<file path="src/logic/atc_defs.svh">
// Port addresses, field positions and reset values of the attribute stage
`ifndef ATC_DEFS_SVH
`define ATC_DEFS_SVH
`define ATC_PORT_ATTR_WR     10'h3C0
`define ATC_PORT_ATTR_RD     10'h3C1
`define ATC_PORT_STAT_MONO   10'h3BA
`define ATC_PORT_STAT_COLOUR 10'h3DA
`define ATC_IDX_MODE         5'h10
`define ATC_IDX_BITS         4:0
`define ATC_IDX_PAL_SRC      5
`define ATC_IDX_RESET        8'h00
`define ATC_MODE_RESET       8'h00
`define ATC_MODE_UPPER_SRC   7
`define ATC_MODE_PIX256      6
`define ATC_MODE_PAN_RST     5
`define ATC_MODE_BLINK       3
`define ATC_MODE_LINE_GFX    2
`define ATC_MODE_MONO        1
`define ATC_MODE_GFX         0
`define ATC_PAL_MASK         8'h3F
`define ATC_LGFX_FIRST       8'hC0
`define ATC_LGFX_LAST        8'hDF
`define ATC_STAT_VSYNC       3
`endif

</file>
<file path="src/logic/atc_pkg.sv">
// Types shared by the attribute stage
package atc_pkg;
    typedef enum logic [0:0] {
        ATC_ACC_INDEX = 1'b0,
        ATC_ACC_DATA  = 1'b1
    } atc_acc_t;
endpackage : atc_pkg

</file>
<file path="src/logic/atc_attr_ctrl.sv">
// Attribute stage: shared index/data port, palette, mode control, pixel path
//
// Overview of operation
// - Status port read clears the access flip-flop to index selection.
// - Write after an index write stores into the indexed attribute register.
// - Flip-flop toggles on each 3C0h write; reads at 3C1h leave it.
// - 3C0h reads return the index; 3C1h reads return indexed data.
// - Index bits 4:0 pick the attribute register for data accesses.
// - Source bit clear blanks palette and video; set gives normal translation.
// - Indexes 00h-0Fh hold sixteen six-bit palette entries, top bits reserved.
// - Mode control sits at index 10h and resets to 00h.
// - Mode bit 7 takes colour bits 5:4 from colour select, else palette.
// - Panning reset forces panning zero from line compare until vsync.
// - Mode bit 3 picks blink instead of background intensity in text.
// - Line-graphics bit extends codes C0h-DFh into the ninth dot.
// - Mode bit 0 selects text or graphics attribute handling.
// - Status port bits 5:4 return two colour bits per the status mux.
`timescale 1ns/1ps
`include "atc_defs.svh"
module atc_attr_ctrl
    import atc_pkg::*;
(
    input  wire logic       core_clk_in,   // Dot clock, 20 MHz
    input  wire logic       rst_b_in,      // Async reset, active low
    input  wire logic [9:0] io_addr_in,    // Host I/O port address
    input  wire logic       io_wr_in,      // Write strobe, one cycle
    input  wire logic       io_rd_in,      // Read strobe, one cycle
    input  wire logic [7:0] io_wdata_in,   // Write data
    output logic      [7:0] io_rdata_out,  // Read data, next cycle
    input  wire logic [3:0] pix_idx_in,    // Graphics pixel nibble
    input  wire logic       glyph_dot_in,  // Text font dot
    input  wire logic       ninth_dot_in,  // Current dot is ninth column
    input  wire logic [7:0] char_code_in,  // Text character code
    input  wire logic [7:0] attr_byte_in,  // Text attribute byte
    input  wire logic       blink_on_in,   // Blink phase
    input  wire logic [3:0] colour_sel_in, // Colour select bits 3:0
    input  wire logic [1:0] stat_mux_in,   // Video status mux select
    input  wire logic [3:0] pan_in,        // Horizontal panning value
    input  wire logic       line_cmp_in,   // Line compare match pulse
    input  wire logic       vsync_in,      // Vertical sync level
    output logic      [7:0] colour_out,    // Colour to the DAC
    output logic            colour_vld_out,// Colour word valid
    output logic            video_en_out,  // Video outputs enabled
    output logic      [3:0] pan_out        // Effective panning
);
    // ==========================================================
    // Host port decode
    function automatic logic port_is(input logic [9:0] a,
                                     input logic [9:0] p);
        port_is = (a == p);
    endfunction : port_is

    function automatic logic is_line_gfx(input logic [7:0] c);
        is_line_gfx = (c >= `ATC_LGFX_FIRST) && (c <= `ATC_LGFX_LAST);
    endfunction : is_line_gfx

    atc_acc_t  acc_reg;
    atc_acc_t  acc_next;
    logic [7:0] index_reg;
    logic [7:0] mode_reg;
    logic [7:0] pal_reg [16];
    logic       wr_attr;
    logic       rd_index;
    logic       rd_data;
    logic       rd_stat;
    logic       data_wr;
    logic [4:0] sel;
    logic [7:0] sel_data;
    logic [7:0] stat_data;
    logic [7:0] rdata_next;

    assign wr_attr  = io_wr_in && port_is(io_addr_in, `ATC_PORT_ATTR_WR);
    assign rd_index = io_rd_in && port_is(io_addr_in, `ATC_PORT_ATTR_WR);
    assign rd_data  = io_rd_in && port_is(io_addr_in, `ATC_PORT_ATTR_RD);
    assign rd_stat  = io_rd_in &&
                      (port_is(io_addr_in, `ATC_PORT_STAT_MONO) ||
                       port_is(io_addr_in, `ATC_PORT_STAT_COLOUR));
    assign data_wr  = wr_attr && (acc_reg == ATC_ACC_DATA);
    assign sel      = index_reg[`ATC_IDX_BITS];

    // Status read wins over a write in the same cycle
    assign acc_next = rd_stat ? ATC_ACC_INDEX :
                      wr_attr ? atc_acc_t'(~acc_reg) : acc_reg;

    always_ff @(posedge core_clk_in or negedge rst_b_in) begin
        if (!rst_b_in) begin
            acc_reg <= ATC_ACC_INDEX;
        end else begin
            acc_reg <= acc_next;
        end
    end

    always_ff @(posedge core_clk_in or negedge rst_b_in) begin
        if (!rst_b_in) begin
            index_reg <= `ATC_IDX_RESET;
        end else if (wr_attr && acc_reg == ATC_ACC_INDEX) begin
            index_reg <= {2'b00, io_wdata_in[5:0]};
        end
    end

    always_ff @(posedge core_clk_in or negedge rst_b_in) begin
        if (!rst_b_in) begin
            mode_reg <= `ATC_MODE_RESET;
        end else if (data_wr && sel == `ATC_IDX_MODE) begin
            mode_reg <= io_wdata_in;
        end
    end

    // ==========================================================
    // Palette entries, no reset: contents are undefined at power-on
    generate
        for (genvar i = 0; i < 16; i++) begin : g_pal
            always_ff @(posedge core_clk_in) begin
                if (data_wr && sel == 5'(i)) begin
                    pal_reg[i] <= io_wdata_in & `ATC_PAL_MASK;
                end
            end
        end
    endgenerate

    assign sel_data = (sel[4] == 1'b0) ? pal_reg[sel[3:0]] :
                      (sel == `ATC_IDX_MODE) ? mode_reg : 8'h00;

    // ==========================================================
    // Status and read data
    logic [1:0] stat_bits;
    assign stat_bits = (stat_mux_in == 2'h0) ? {colour_out[2], colour_out[0]}
                     : (stat_mux_in == 2'h1) ? {colour_out[5], colour_out[4]}
                     : (stat_mux_in == 2'h2) ? {colour_out[3], colour_out[1]}
                     : {colour_out[7], colour_out[7]};
    assign stat_data = {2'b00, stat_bits, vsync_in, 3'b000};
    assign rdata_next = rd_index ? index_reg :
                        rd_data  ? sel_data  :
                        rd_stat  ? stat_data : io_rdata_out;

    always_ff @(posedge core_clk_in or negedge rst_b_in) begin
        if (!rst_b_in) begin
            io_rdata_out <= 8'h00;
        end else begin
            io_rdata_out <= rdata_next;
        end
    end

    // ==========================================================
    // Pixel path
    logic       pal_src_on;
    logic       fg_dot;
    logic       prev_dot_reg;
    logic [3:0] bg_idx;
    logic [3:0] txt_idx;
    logic [3:0] mono_idx;
    logic [3:0] pix_sel;
    logic [7:0] pal_col;
    logic [7:0] col_next;
    logic       half_reg;
    logic [3:0] nib_reg;
    logic       pan_zero_reg;

    assign pal_src_on = index_reg[`ATC_IDX_PAL_SRC];
    // Ninth dot copies the eighth only for line-graphics codes
    assign fg_dot = !ninth_dot_in ? glyph_dot_in :
                    (mode_reg[`ATC_MODE_LINE_GFX] &&
                     is_line_gfx(char_code_in)) ? prev_dot_reg : 1'b0;
    // Blink mode steals attribute bit 7 from background intensity
    assign bg_idx = mode_reg[`ATC_MODE_BLINK] ?
                    {1'b0, attr_byte_in[6:4]} : attr_byte_in[7:4];
    assign txt_idx = (fg_dot && !(mode_reg[`ATC_MODE_BLINK] &&
                      attr_byte_in[7] && blink_on_in)) ?
                     attr_byte_in[3:0] : bg_idx;
    assign mono_idx = !fg_dot ? 4'h0 :
                      (attr_byte_in[3] ? 4'hF : 4'h7);
    assign pix_sel = mode_reg[`ATC_MODE_GFX] ? pix_idx_in :
                     mode_reg[`ATC_MODE_MONO] ? mono_idx : txt_idx;
    assign pal_col = {colour_sel_in[3:2],
                      mode_reg[`ATC_MODE_UPPER_SRC] ? colour_sel_in[1:0] :
                      pal_reg[pix_sel][5:4],
                      pal_reg[pix_sel][3:0]};
    assign col_next = !pal_src_on ? 8'h00 :
                      mode_reg[`ATC_MODE_PIX256] ?
                      {nib_reg, pix_idx_in} : pal_col;

    always_ff @(posedge core_clk_in or negedge rst_b_in) begin
        if (!rst_b_in) begin
            prev_dot_reg <= 1'b0;
            half_reg     <= 1'b0;
            nib_reg      <= 4'h0;
        end else begin
            prev_dot_reg <= glyph_dot_in;
            half_reg     <= mode_reg[`ATC_MODE_PIX256] & ~half_reg;
            nib_reg      <= pix_idx_in;
        end
    end

    always_ff @(posedge core_clk_in or negedge rst_b_in) begin
        if (!rst_b_in) begin
            colour_out     <= 8'h00;
            colour_vld_out <= 1'b0;
        end else begin
            // In 256-colour mode a word lands every second dot
            if (!mode_reg[`ATC_MODE_PIX256] || half_reg) begin
                colour_out <= col_next;
            end
            colour_vld_out <= !mode_reg[`ATC_MODE_PIX256] || half_reg;
        end
    end

    assign video_en_out = pal_src_on;

    // Line compare match and vsync together: vsync wins, flag ends
    always_ff @(posedge core_clk_in or negedge rst_b_in) begin
        if (!rst_b_in) begin
            pan_zero_reg <= 1'b0;
        end else begin
            pan_zero_reg <= !vsync_in && mode_reg[`ATC_MODE_PAN_RST] &&
                            (line_cmp_in || pan_zero_reg);
        end
    end
    assign pan_out = pan_zero_reg ? 4'h0 : pan_in;

    // ==========================================================
    // Assertions
    a_stat_clears_ff: assert property (@(posedge core_clk_in)
        disable iff (!rst_b_in) rd_stat |=> acc_reg == ATC_ACC_INDEX)
        else $error("status read did not clear access flip-flop");
    a_data_store: assert property (@(posedge core_clk_in)
        disable iff (!rst_b_in)
        data_wr && sel == `ATC_IDX_MODE |=> mode_reg == $past(io_wdata_in))
        else $error("mode write not stored");
    a_ff_toggle: assert property (@(posedge core_clk_in)
        disable iff (!rst_b_in)
        wr_attr && !rd_stat |=> acc_reg != $past(acc_reg))
        else $error("access flip-flop failed to toggle");
    a_ff_hold_rd: assert property (@(posedge core_clk_in)
        disable iff (!rst_b_in)
        rd_data && !wr_attr |=> $stable(acc_reg))
        else $error("data read changed access flip-flop");
    a_index_read: assert property (@(posedge core_clk_in)
        disable iff (!rst_b_in)
        rd_index |=> io_rdata_out == $past(index_reg))
        else $error("index read returned wrong value");
    a_pal_read: assert property (@(posedge core_clk_in)
        disable iff (!rst_b_in)
        rd_data && !sel[4] |=> io_rdata_out[7:6] == 2'b00)
        else $error("palette reserved bits not zero");
    a_blank_src_off: assert property (@(posedge core_clk_in)
        disable iff (!rst_b_in)
        !pal_src_on && !mode_reg[`ATC_MODE_PIX256] |=> colour_out == 8'h00)
        else $error("colour not blanked with source bit clear");
    a_pan_forced: assert property (@(posedge core_clk_in)
        disable iff (!rst_b_in)
        line_cmp_in && !vsync_in && mode_reg[`ATC_MODE_PAN_RST]
        ##1 !vsync_in |-> pan_out == 4'h0)
        else $error("panning not forced to zero");
    a_half_rate: assert property (@(posedge core_clk_in)
        disable iff (!rst_b_in)
        colour_vld_out && mode_reg[`ATC_MODE_PIX256] &&
        $past(mode_reg[`ATC_MODE_PIX256]) |=> !colour_vld_out)
        else $error("256-colour words not at half rate");
endmodule : atc_attr_ctrl

</file>
<file path="config.mk">
export PLATFORM = sky130hd
export DESIGN_NAME = atc_attr_ctrl
export DESIGN_NICKNAME = d
export VERILOG_FILES = /design/src/logic/atc_pkg.sv /design/src/logic/atc_attr_ctrl.sv
export VERILOG_INCLUDE_DIRS = /design/src /design/src/logic
export SDC_FILE = /design/constraint.sdc
export NUM_CORES = 1
export LEC_CHECK = 0
export BUFFER_PORTS_ARGS = -buffer_cell sky130_fd_sc_hd__buf_2
export CAP_MARGIN = 0
export CELL_PAD_IN_SITES_DETAIL_PLACEMENT = 0
export CELL_PAD_IN_SITES_GLOBAL_PLACEMENT = 1
export CORE_MARGIN = 2
export CORE_UTILIZATION = 48
export CTS_CLUSTER_DIAMETER = 100
export DETAILED_ROUTE_END_ITERATION = 12
export HOLD_SLACK_MARGIN = 0.06
export PLACE_DENSITY = 0.82
export SLEW_MARGIN = 10
export SYNTH_ARGS = -nofsm -noshare
export SYNTH_HDL_FRONTEND = slang
export SYNTH_SLANG_ARGS = --single-unit
</file>
<file path="constraint.sdc">
create_clock -name core_clk_in -period 2.4 [get_ports core_clk_in]
set_clock_uncertainty 0.1 [all_clocks]
set_input_delay 0.36 -clock core_clk_in [delete_from_list [all_inputs] [get_ports core_clk_in]]
set_output_delay 0.36 -clock core_clk_in [all_outputs]
set_load 0.1 [all_outputs]
</file>
==> results.md, run 1 <==
- Worst path arrival time: about 2.9 ns
- WL final: 18.4 mm
- Nature of the critical path startpoint: flip-flop
- Synth top area cells: edfxtp_1 44%, dfrtp_1 15%, mux4_2 11%, mux2i_1 8.1%, mux2_2 2.4%
- Post-route cell area: between 8000 and 9000 um^2
- Mean Syn Cell Area: 14.2 um^2
- GR Layer Usage met2: between 40% and 50%
- Synth Instances: between 400 and 500
- Power per cell area: ~640 nW/um^2
- CP Capture Type: flip-flop
- Reg2Reg Depth: 12
- Setup ws final: -0.247 ns
- Grt ovf: 0
- Most frequent cells after synthesis: 96 x edfxtp_1, 53 x mux2i_1, 39 x dfrtp_1
- Hold/Removal Path Class: in -> reg
- Vias in the first global route: 4758
- Non-filler cells, final: ~790
- Iter 0 DRT Violations: 519
- Final worst-path cycle share: 110%
- Total CTS buffers: 17
- Worst-path clk slew: about 0.060 ns
- Min-Delay Endpoint: pan_zero_reg
- Die Ht: roughly 120 um
- Nets: approximately 660
- Data required, critical path: roughly 2.7 ns
- Row Count: 42
- Final min period: between 2 and 3 ns
- Largest register FFs: 96
- Antenna violations before repair: 0
- Synth area leader: edfxtp_1
- DP Area: approximately 7500 um^2
- DRT Pass-1 Iters: 5
- # fillers: between 900 and 1000
- Met3 Track Usage GR: 5.57%
- RSZ-0062 raised after global routing: true
- Main synth FF type: edfxtp_1
- Chip width: about 120 um
- Buf+Inv Stages, Crit Path: 4
- RR Startpoint: mode_reg[2]
- Vias: approximately 4800
- Io pins: 79
- Clk sinks: around 140
- Hold Fails Final Rpt: 0
- Number of synthesized flops with an enable pin: 96
- Met1 Track Usage GR: 34.4%
- Yosys reg bits: approximately 140
- Crit-path max FO: 4
- Cell Chain, Critical Path: nand4b_1, buf_4, o21a_1, buf_6, and4bb_2, o31a_1, buf_6, and2_4, buf_4, a22oi_1, o211ai_1, nand3_1
- DP HPWL: 12.4 mm
- Vias/cell: approximately 6
- Mapped cell area: ~6500 um^2
- Placed cell count: 737
- GPL Wtd Cong: 0.892
- Max-Cap Viols: 0
- Post-Syn Nets: between 500 and 600
- Antenna Nets Post-Route: 0
- Slew @ Worst Pin: roughly 0.93 ns
- Critical Path Slowest Stage Cell: dfrtp_1
- First-pass GRT wire length: ~28 mm
- Final setup TNS: -0.998 ns
- Status: finished with violations
- Netlist cell types: between 40 and 50
- Critical path's largest stage delay: 0.37 ns
- Initial core utilization: around half
- Top delay family on crit path: compound AO/OA/AOI/OAI gates
- Avg WL per Cell: between 20 and 25 um
- Pin count of the biggest net entering global routing: 40
- Root buf cell: clkbuf_16
- Core area: 13300 um^2
- R2R setup slack: -0.25 ns
- Violated checks: setup timing
- Worst-case clock buffer depth: 2
- Synth warn: 0
- Sequential share of the synthesized area: 59.0%
- TritonCTS clock tree: done
- Port bufs: 73
- DIE AREA: roughly 15000 um^2
- Latest clock arrival within the worst-skew pair: around 0.42 ns
- Max_slew headroom: a little under two fifths
- FFs w/ async S/R, synth: 28.9%
- Synth top area share: 44.1%
- Ant diodes: 0
- Peak Freq: 378 MHz
- Worst vdd ir: between 0.0004 and 0.0005 V
- WS Path Type: reg -> reg
- Share of cells above drive strength 1: 39.8%
- GR peak layer: met2
- Leak Pwr: around 3.3 nW
- Worst hold path startpoint: line_cmp_in
- Most common cell in the netlist: edfxtp_1
- Gr usage total: 26.1%
- P&R area growth vs syn: 29.7%
- Htree depth: 4
- DRC: 0
- Hold path cells: 2
- Slew Limit Fails: 0
- Total power: 5.46 mW
- Finish-stage setup viols: 6
- Worst reg2reg path endpoint: colour_out[2]
## area by class of cell
cell class | count | area, um^2 | share of cell area [%]
Clock inverter | 14 | 110 | 1.30
Tap cell | 176 | 220 | 2.60
Clock buffer | 18 | 429 | 5.06
Inverter | 15 | 56.3 | 0.664
Sequential cell | 135 | 3860 | 45.5
Timing Repair Buffer | 149 | 1140 | 13.5
Multi-Input combinational cell | 287 | 2670 | 31.4
## timing repair
| action | in CTS | in global routing |
|---|---|---|
| hold buffers | 7 | 0 |
| gates resized for setup | 35 | 14 |
| endpoints found under the setup margin | 6 | 6 |
| buffers inserted | 15 | 2 |
| gates cloned | 3 | 1 |
| endpoints found under the hold margin | 45 | 0 |
| pin swaps | 20 | 6 |
## logic make-up after synthesis
| logic type | Yosys count | share of synthesized area, % |
|---|---|---|
| buffers and inverters | 40 | 2.70 |
| multiplexers | 99 | 21.5 |
| AO/OA/AOI/OAI | 67 | 7.84 |
| AND/OR/NAND/NOR | 119 | 8.66 |
| XOR/XNOR | 2 | 0.268 |
| flip-flops | 135 | 59.0 |
## stage by stage
stage / hold slack, ns / utilization [%] / worst slack (ns)
5_1_grt: 0.0730 / 63.8 / -0.339
4_1_cts: 0.0626 / 63.3 / -0.197
6_report: 0.0723 / 63.8 / -0.247
3_3_place_gp: 0.390 / 56.2 / -0.446
2_1_floorplan: -0.0356 / - / 0.0607
3_5_place_dp: 0.395 / 56.2 / -0.461
## layout by cell type (no fill, tap or decap), types with 3 or more instances in the layout
master          n
nand2_1        36
o211ai_1        4
a222oi_1        3
nand3_1        19
edfxtp_1       96
clkinv_2        3
a22oi_1        10
buf_2          73
nor3_1          4
dfrtp_1        39
nor2b_1         7
clkinv_4        3
buf_4          51
inv_1          15
a221oi_1        7
mux4_2         32
buf_12          8
mux2_2         14
dlygate4sd3_1   7
clkinv_1        4
mux2i_2        10
o21ai_0         8
mux2i_1        41
a22oi_2         4
a22o_1          4
and3_1          4
nor2_1         28
buf_6           6
nand2b_1        4
clkbuf_16      18
a21oi_1         8
## routing by layer
| layer | part of all wire [%] | up-vias |
|---|---|---|
| met5 | 0 | - |
| met4 | 3.5 | 0 |
| met3 | 7.6 | 43 |
| met2 | 48 | 249 |
| met1 | 41 | 2373 |
| li1 | - | 2100 |
## how the worst max path moves through the flow
| stage | cells past startpoint | slack (ns) | end | from |
|---|---|---|---|---|
| floorplan | 7 | 0.06 | pal_reg[3][0] | io_addr_in[1] |
| global placement | 10 | -0.45 | colour_out[1] | char_code_in[5] |
| detailed placement | 10 | -0.46 | colour_out[1] | char_code_in[5] |
| CTS | 11 | -0.20 | colour_out[0] | mode_reg[2] |
| global route | 12 | -0.34 | colour_out[2] | mode_reg[2] |
| finish | 12 | -0.25 | colour_out[2] | mode_reg[2] |
## report_power, final
| group | leakage (nW) | total [mW] | switching (mW) | internal, mW |
|---|---|---|---|---|
| Clock | 0.260 | 2.37 | 0.965 | 1.41 |
| Combinational | 1.69 | 0.561 | 0.317 | 0.244 |
| Sequential | 1.39 | 2.53 | 0.0101 | 2.52 |
| Total | 3.34 | 5.46 | 1.29 | 4.17 |
(Power assumes the default switching activity.)
==> run 2: changes to the inputs <==
--- a/config.mk
+++ b/config.mk
@@ -6,16 +6,17 @@
 export SDC_FILE = /design/constraint.sdc
 export NUM_CORES = 1
 export LEC_CHECK = 0
-export BUFFER_PORTS_ARGS = -buffer_cell sky130_fd_sc_hd__buf_2
 export CAP_MARGIN = 0
 export CELL_PAD_IN_SITES_DETAIL_PLACEMENT = 0
 export CELL_PAD_IN_SITES_GLOBAL_PLACEMENT = 1
 export CORE_MARGIN = 2
-export CORE_UTILIZATION = 48
+export CORE_UTILIZATION = 50
 export CTS_CLUSTER_DIAMETER = 100
 export DETAILED_ROUTE_END_ITERATION = 12
+export DONT_BUFFER_PORTS = 1
 export HOLD_SLACK_MARGIN = 0.06
-export PLACE_DENSITY = 0.82
+export PLACE_DENSITY = 0.79
+export SETUP_SLACK_MARGIN = 0.2
 export SLEW_MARGIN = 10
 export SYNTH_ARGS = -nofsm -noshare
 export SYNTH_HDL_FRONTEND = slang
==> run 2 against run 1 <==
The run still ends with setup timing left; sequential power about the same; routed wire length down 2.9%; critical path depth shrank 3; sequential share of layout area up 0.93 points; core utilization rose by 1.5 points; cell area fell by 2.0%; clock power increased by 11%; worst hold slack better by 0.016 ns; largest cell class unchanged.
==> results.md, run 2 (synthesized netlist as in run 1, its figures left out) <==
- Critical Path Slowest Stage Cell: a2111oi_4
- Layout Utilization: 65.3% (+1.5 points)
- Max_slew headroom: 38.0% (+0.048 points)
- Worst path arrival time: 2.85 ns (-0.05 ns)
- Violated checks: setup timing
- Worst-case clock buffer depth: 2 (unchanged)
- RSZ-0062 raised after global routing: true
- Pin count of the biggest net entering global routing: 40 (unchanged)
- Finish-stage setup viols: 6 (unchanged)
- Final setup TNS: -1.18 ns (-0.183 ns)
- Antenna Nets Post-Route: 0 (unchanged)
- CP Capture Type: flip-flop
- Crit-path max FO: 10 (+6)
- Ant diodes: 0 (unchanged)
- Cell Chain, Critical Path: nand4b_1, a2111oi_4, a211oi_4, o21ai_4, buf_12, mux2i_2, mux2i_1, o211ai_1, nand3_1
- Nets: 605 (-8.6%)
- Htree depth: 4 (unchanged)
- Worst-path clk slew: 0.06 ns (about the same)
- Antenna violations before repair: 0 (unchanged)
- Buf+Inv Stages, Crit Path: 1 (-3)
- WS Path Type: reg -> reg
- Total CTS buffers: 17 (unchanged)
- Share of cells above drive strength 1: 32.7% (-7.1 points)
- Status: finished with violations
- Io pins: 79 (unchanged)
- Commonest non-fill, non-tap cell in the layout: edfxtp_1
- Final worst-path cycle share: 111% (+0.77 points)
- TritonCTS clock tree: done
- DP HPWL: 12.2 mm (-1.9%)
- Vias: 4547 (-4.6%)
- Top delay family on crit path: compound AO/OA/AOI/OAI gates
- Most frequent cells in the layout: 96 x edfxtp_1, 60 x buf_4, 44 x mux2i_1
- GPL Wtd Cong: 0.874 (-2.1%)
- Die Ht: 118 um (-2.0%)
- Hold Fails Final Rpt: 0 (unchanged)
- Critical path's largest stage delay: 0.44 ns (+0.07 ns)
- Largest register FFs: 96 (unchanged)
- Total power: 5.67 mW (+3.9%)
- Leak Pwr: 3.16 nW (-5.4%)
- Port bufs: 0 (-100%)
- Vias/cell: 6.22 (+3.6%)
- Row Count: 41 (-2.4%)
- First-pass GRT wire length: 26.7 mm (-3.0%)
- Core area: 12700 um^2 (-4.3%)
- Latest clock arrival within the worst-skew pair: 0.42 ns (about the same)
- Grt ovf: 0 (unchanged)
- Slew Limit Fails: 0 (unchanged)
- Root buf cell: clkbuf_16
- Peak Freq: 375 MHz (-0.70%)
- DRT Pass-1 Iters: 5 (unchanged)
- Final min period: 2.67 ns (+0.0185 ns)
- WL final: 17.9 mm (-2.9%)
- Hold/Removal Path Class: in -> reg
- Clk sinks: 135 (unchanged)
- Data required, critical path: 2.59 ns (-0.07 ns)
- DIE AREA: 14000 um^2 (-3.9%)
- Nature of the critical path startpoint: flip-flop
- Vias in the first global route: 4554 (-4.3%)
- Placed cell count: 676 (-8.3%)
- DRC: 0 (unchanged)
- Power per cell area: 682 nW/um^2 (+6.0%)
- Setup ws final: -0.266 ns (-0.0185 ns)
- Slew @ Worst Pin: 0.929 ns (-0.000725 ns)
- Max-Cap Viols: 0 (unchanged)
- Worst vdd ir: 0.000531 V (+17%)
- Iter 0 DRT Violations: 580 (+12%)
- Non-filler cells, final: 731 (-7.9%)
- Gr usage total: 26.1% (-0.039 points)
- P&R area growth vs syn: 27.1%
- Chip width: 118 um (-2.0%)
- Avg WL per Cell: 24.5 um (+5.5%)
- Initial core utilization: 51.4% (+2.2 points)
[run 2: layer usage]
metal	vias up	GRT usage [%]	wire, um
li1	1989	-	-
met1	2318	34.6	7470
met2	207	41.8	8670
met3	33	7.00	1350
met4	0	9.00	430
met5	-	0	0
[run 2: what timing repair did]
item / 4_1_cts / 5_1_grt
gates resized for setup: 9 / 20
hold buffers: 21 / 0
setup buffers: 1 / 0
pin swaps: 1 / 16
endpoints found under the hold margin: 159 / 0
gates cloned: 1 / 2
setup endpoints to repair: 6 / 6
[run 2: worst paths after layout]
check / from / to / slack (ns) / cells past startpoint
worst max register to register: mode_reg[2] / colour_out[0] / -0.27 / 9
worst min-delay path: io_wr_in / acc_reg / 0.09 / 3
worst max-delay path: mode_reg[2] / colour_out[0] / -0.27 / 9
max in group asynchronous: rst_b_in / io_rdata_out[2] / 1.70 / 2
min in group asynchronous: rst_b_in / half_reg / 0.30 / 2
worst min register to register: mode_reg[4] / mode_reg[4] / 0.43 / 1
[run 2: cell type report]
type	instances	area, um^2
Multi-Input combinational cell	287	2700
Inverter	15	56.3
Clock buffer	18	429
Tap cell	172	215
Timing Repair Buffer	92	891
Clock inverter	12	160
Sequential cell	135	3860
Fill cell	930	4410
[run 2: stage by stage]
step                      area (um^2)  hold WS, ns  setup WS (ns)
final                            8310       0.0882         -0.266
after global routing             8310       0.0956         -0.322
after CTS                        8160       0.0782         -0.138
after detailed placement         7270      -0.0345         -0.211
after global placement           7270      -0.0347         -0.181
after floorplan                  6600      -0.0356          0.146
[run 2: tightest hold or removal path, cell delays in order]
cell and delay, ns:
nand2_1 0.07, xor2_1 0.07, nor2_1 0.08
[run 2: report_power, final]
group | switching (mW) | internal, mW | total (mW)
logic | 0.293 | 0.206 | 0.500
clock network | 0.938 | 1.70 | 2.64
registers | 0.0129 | 2.52 | 2.53
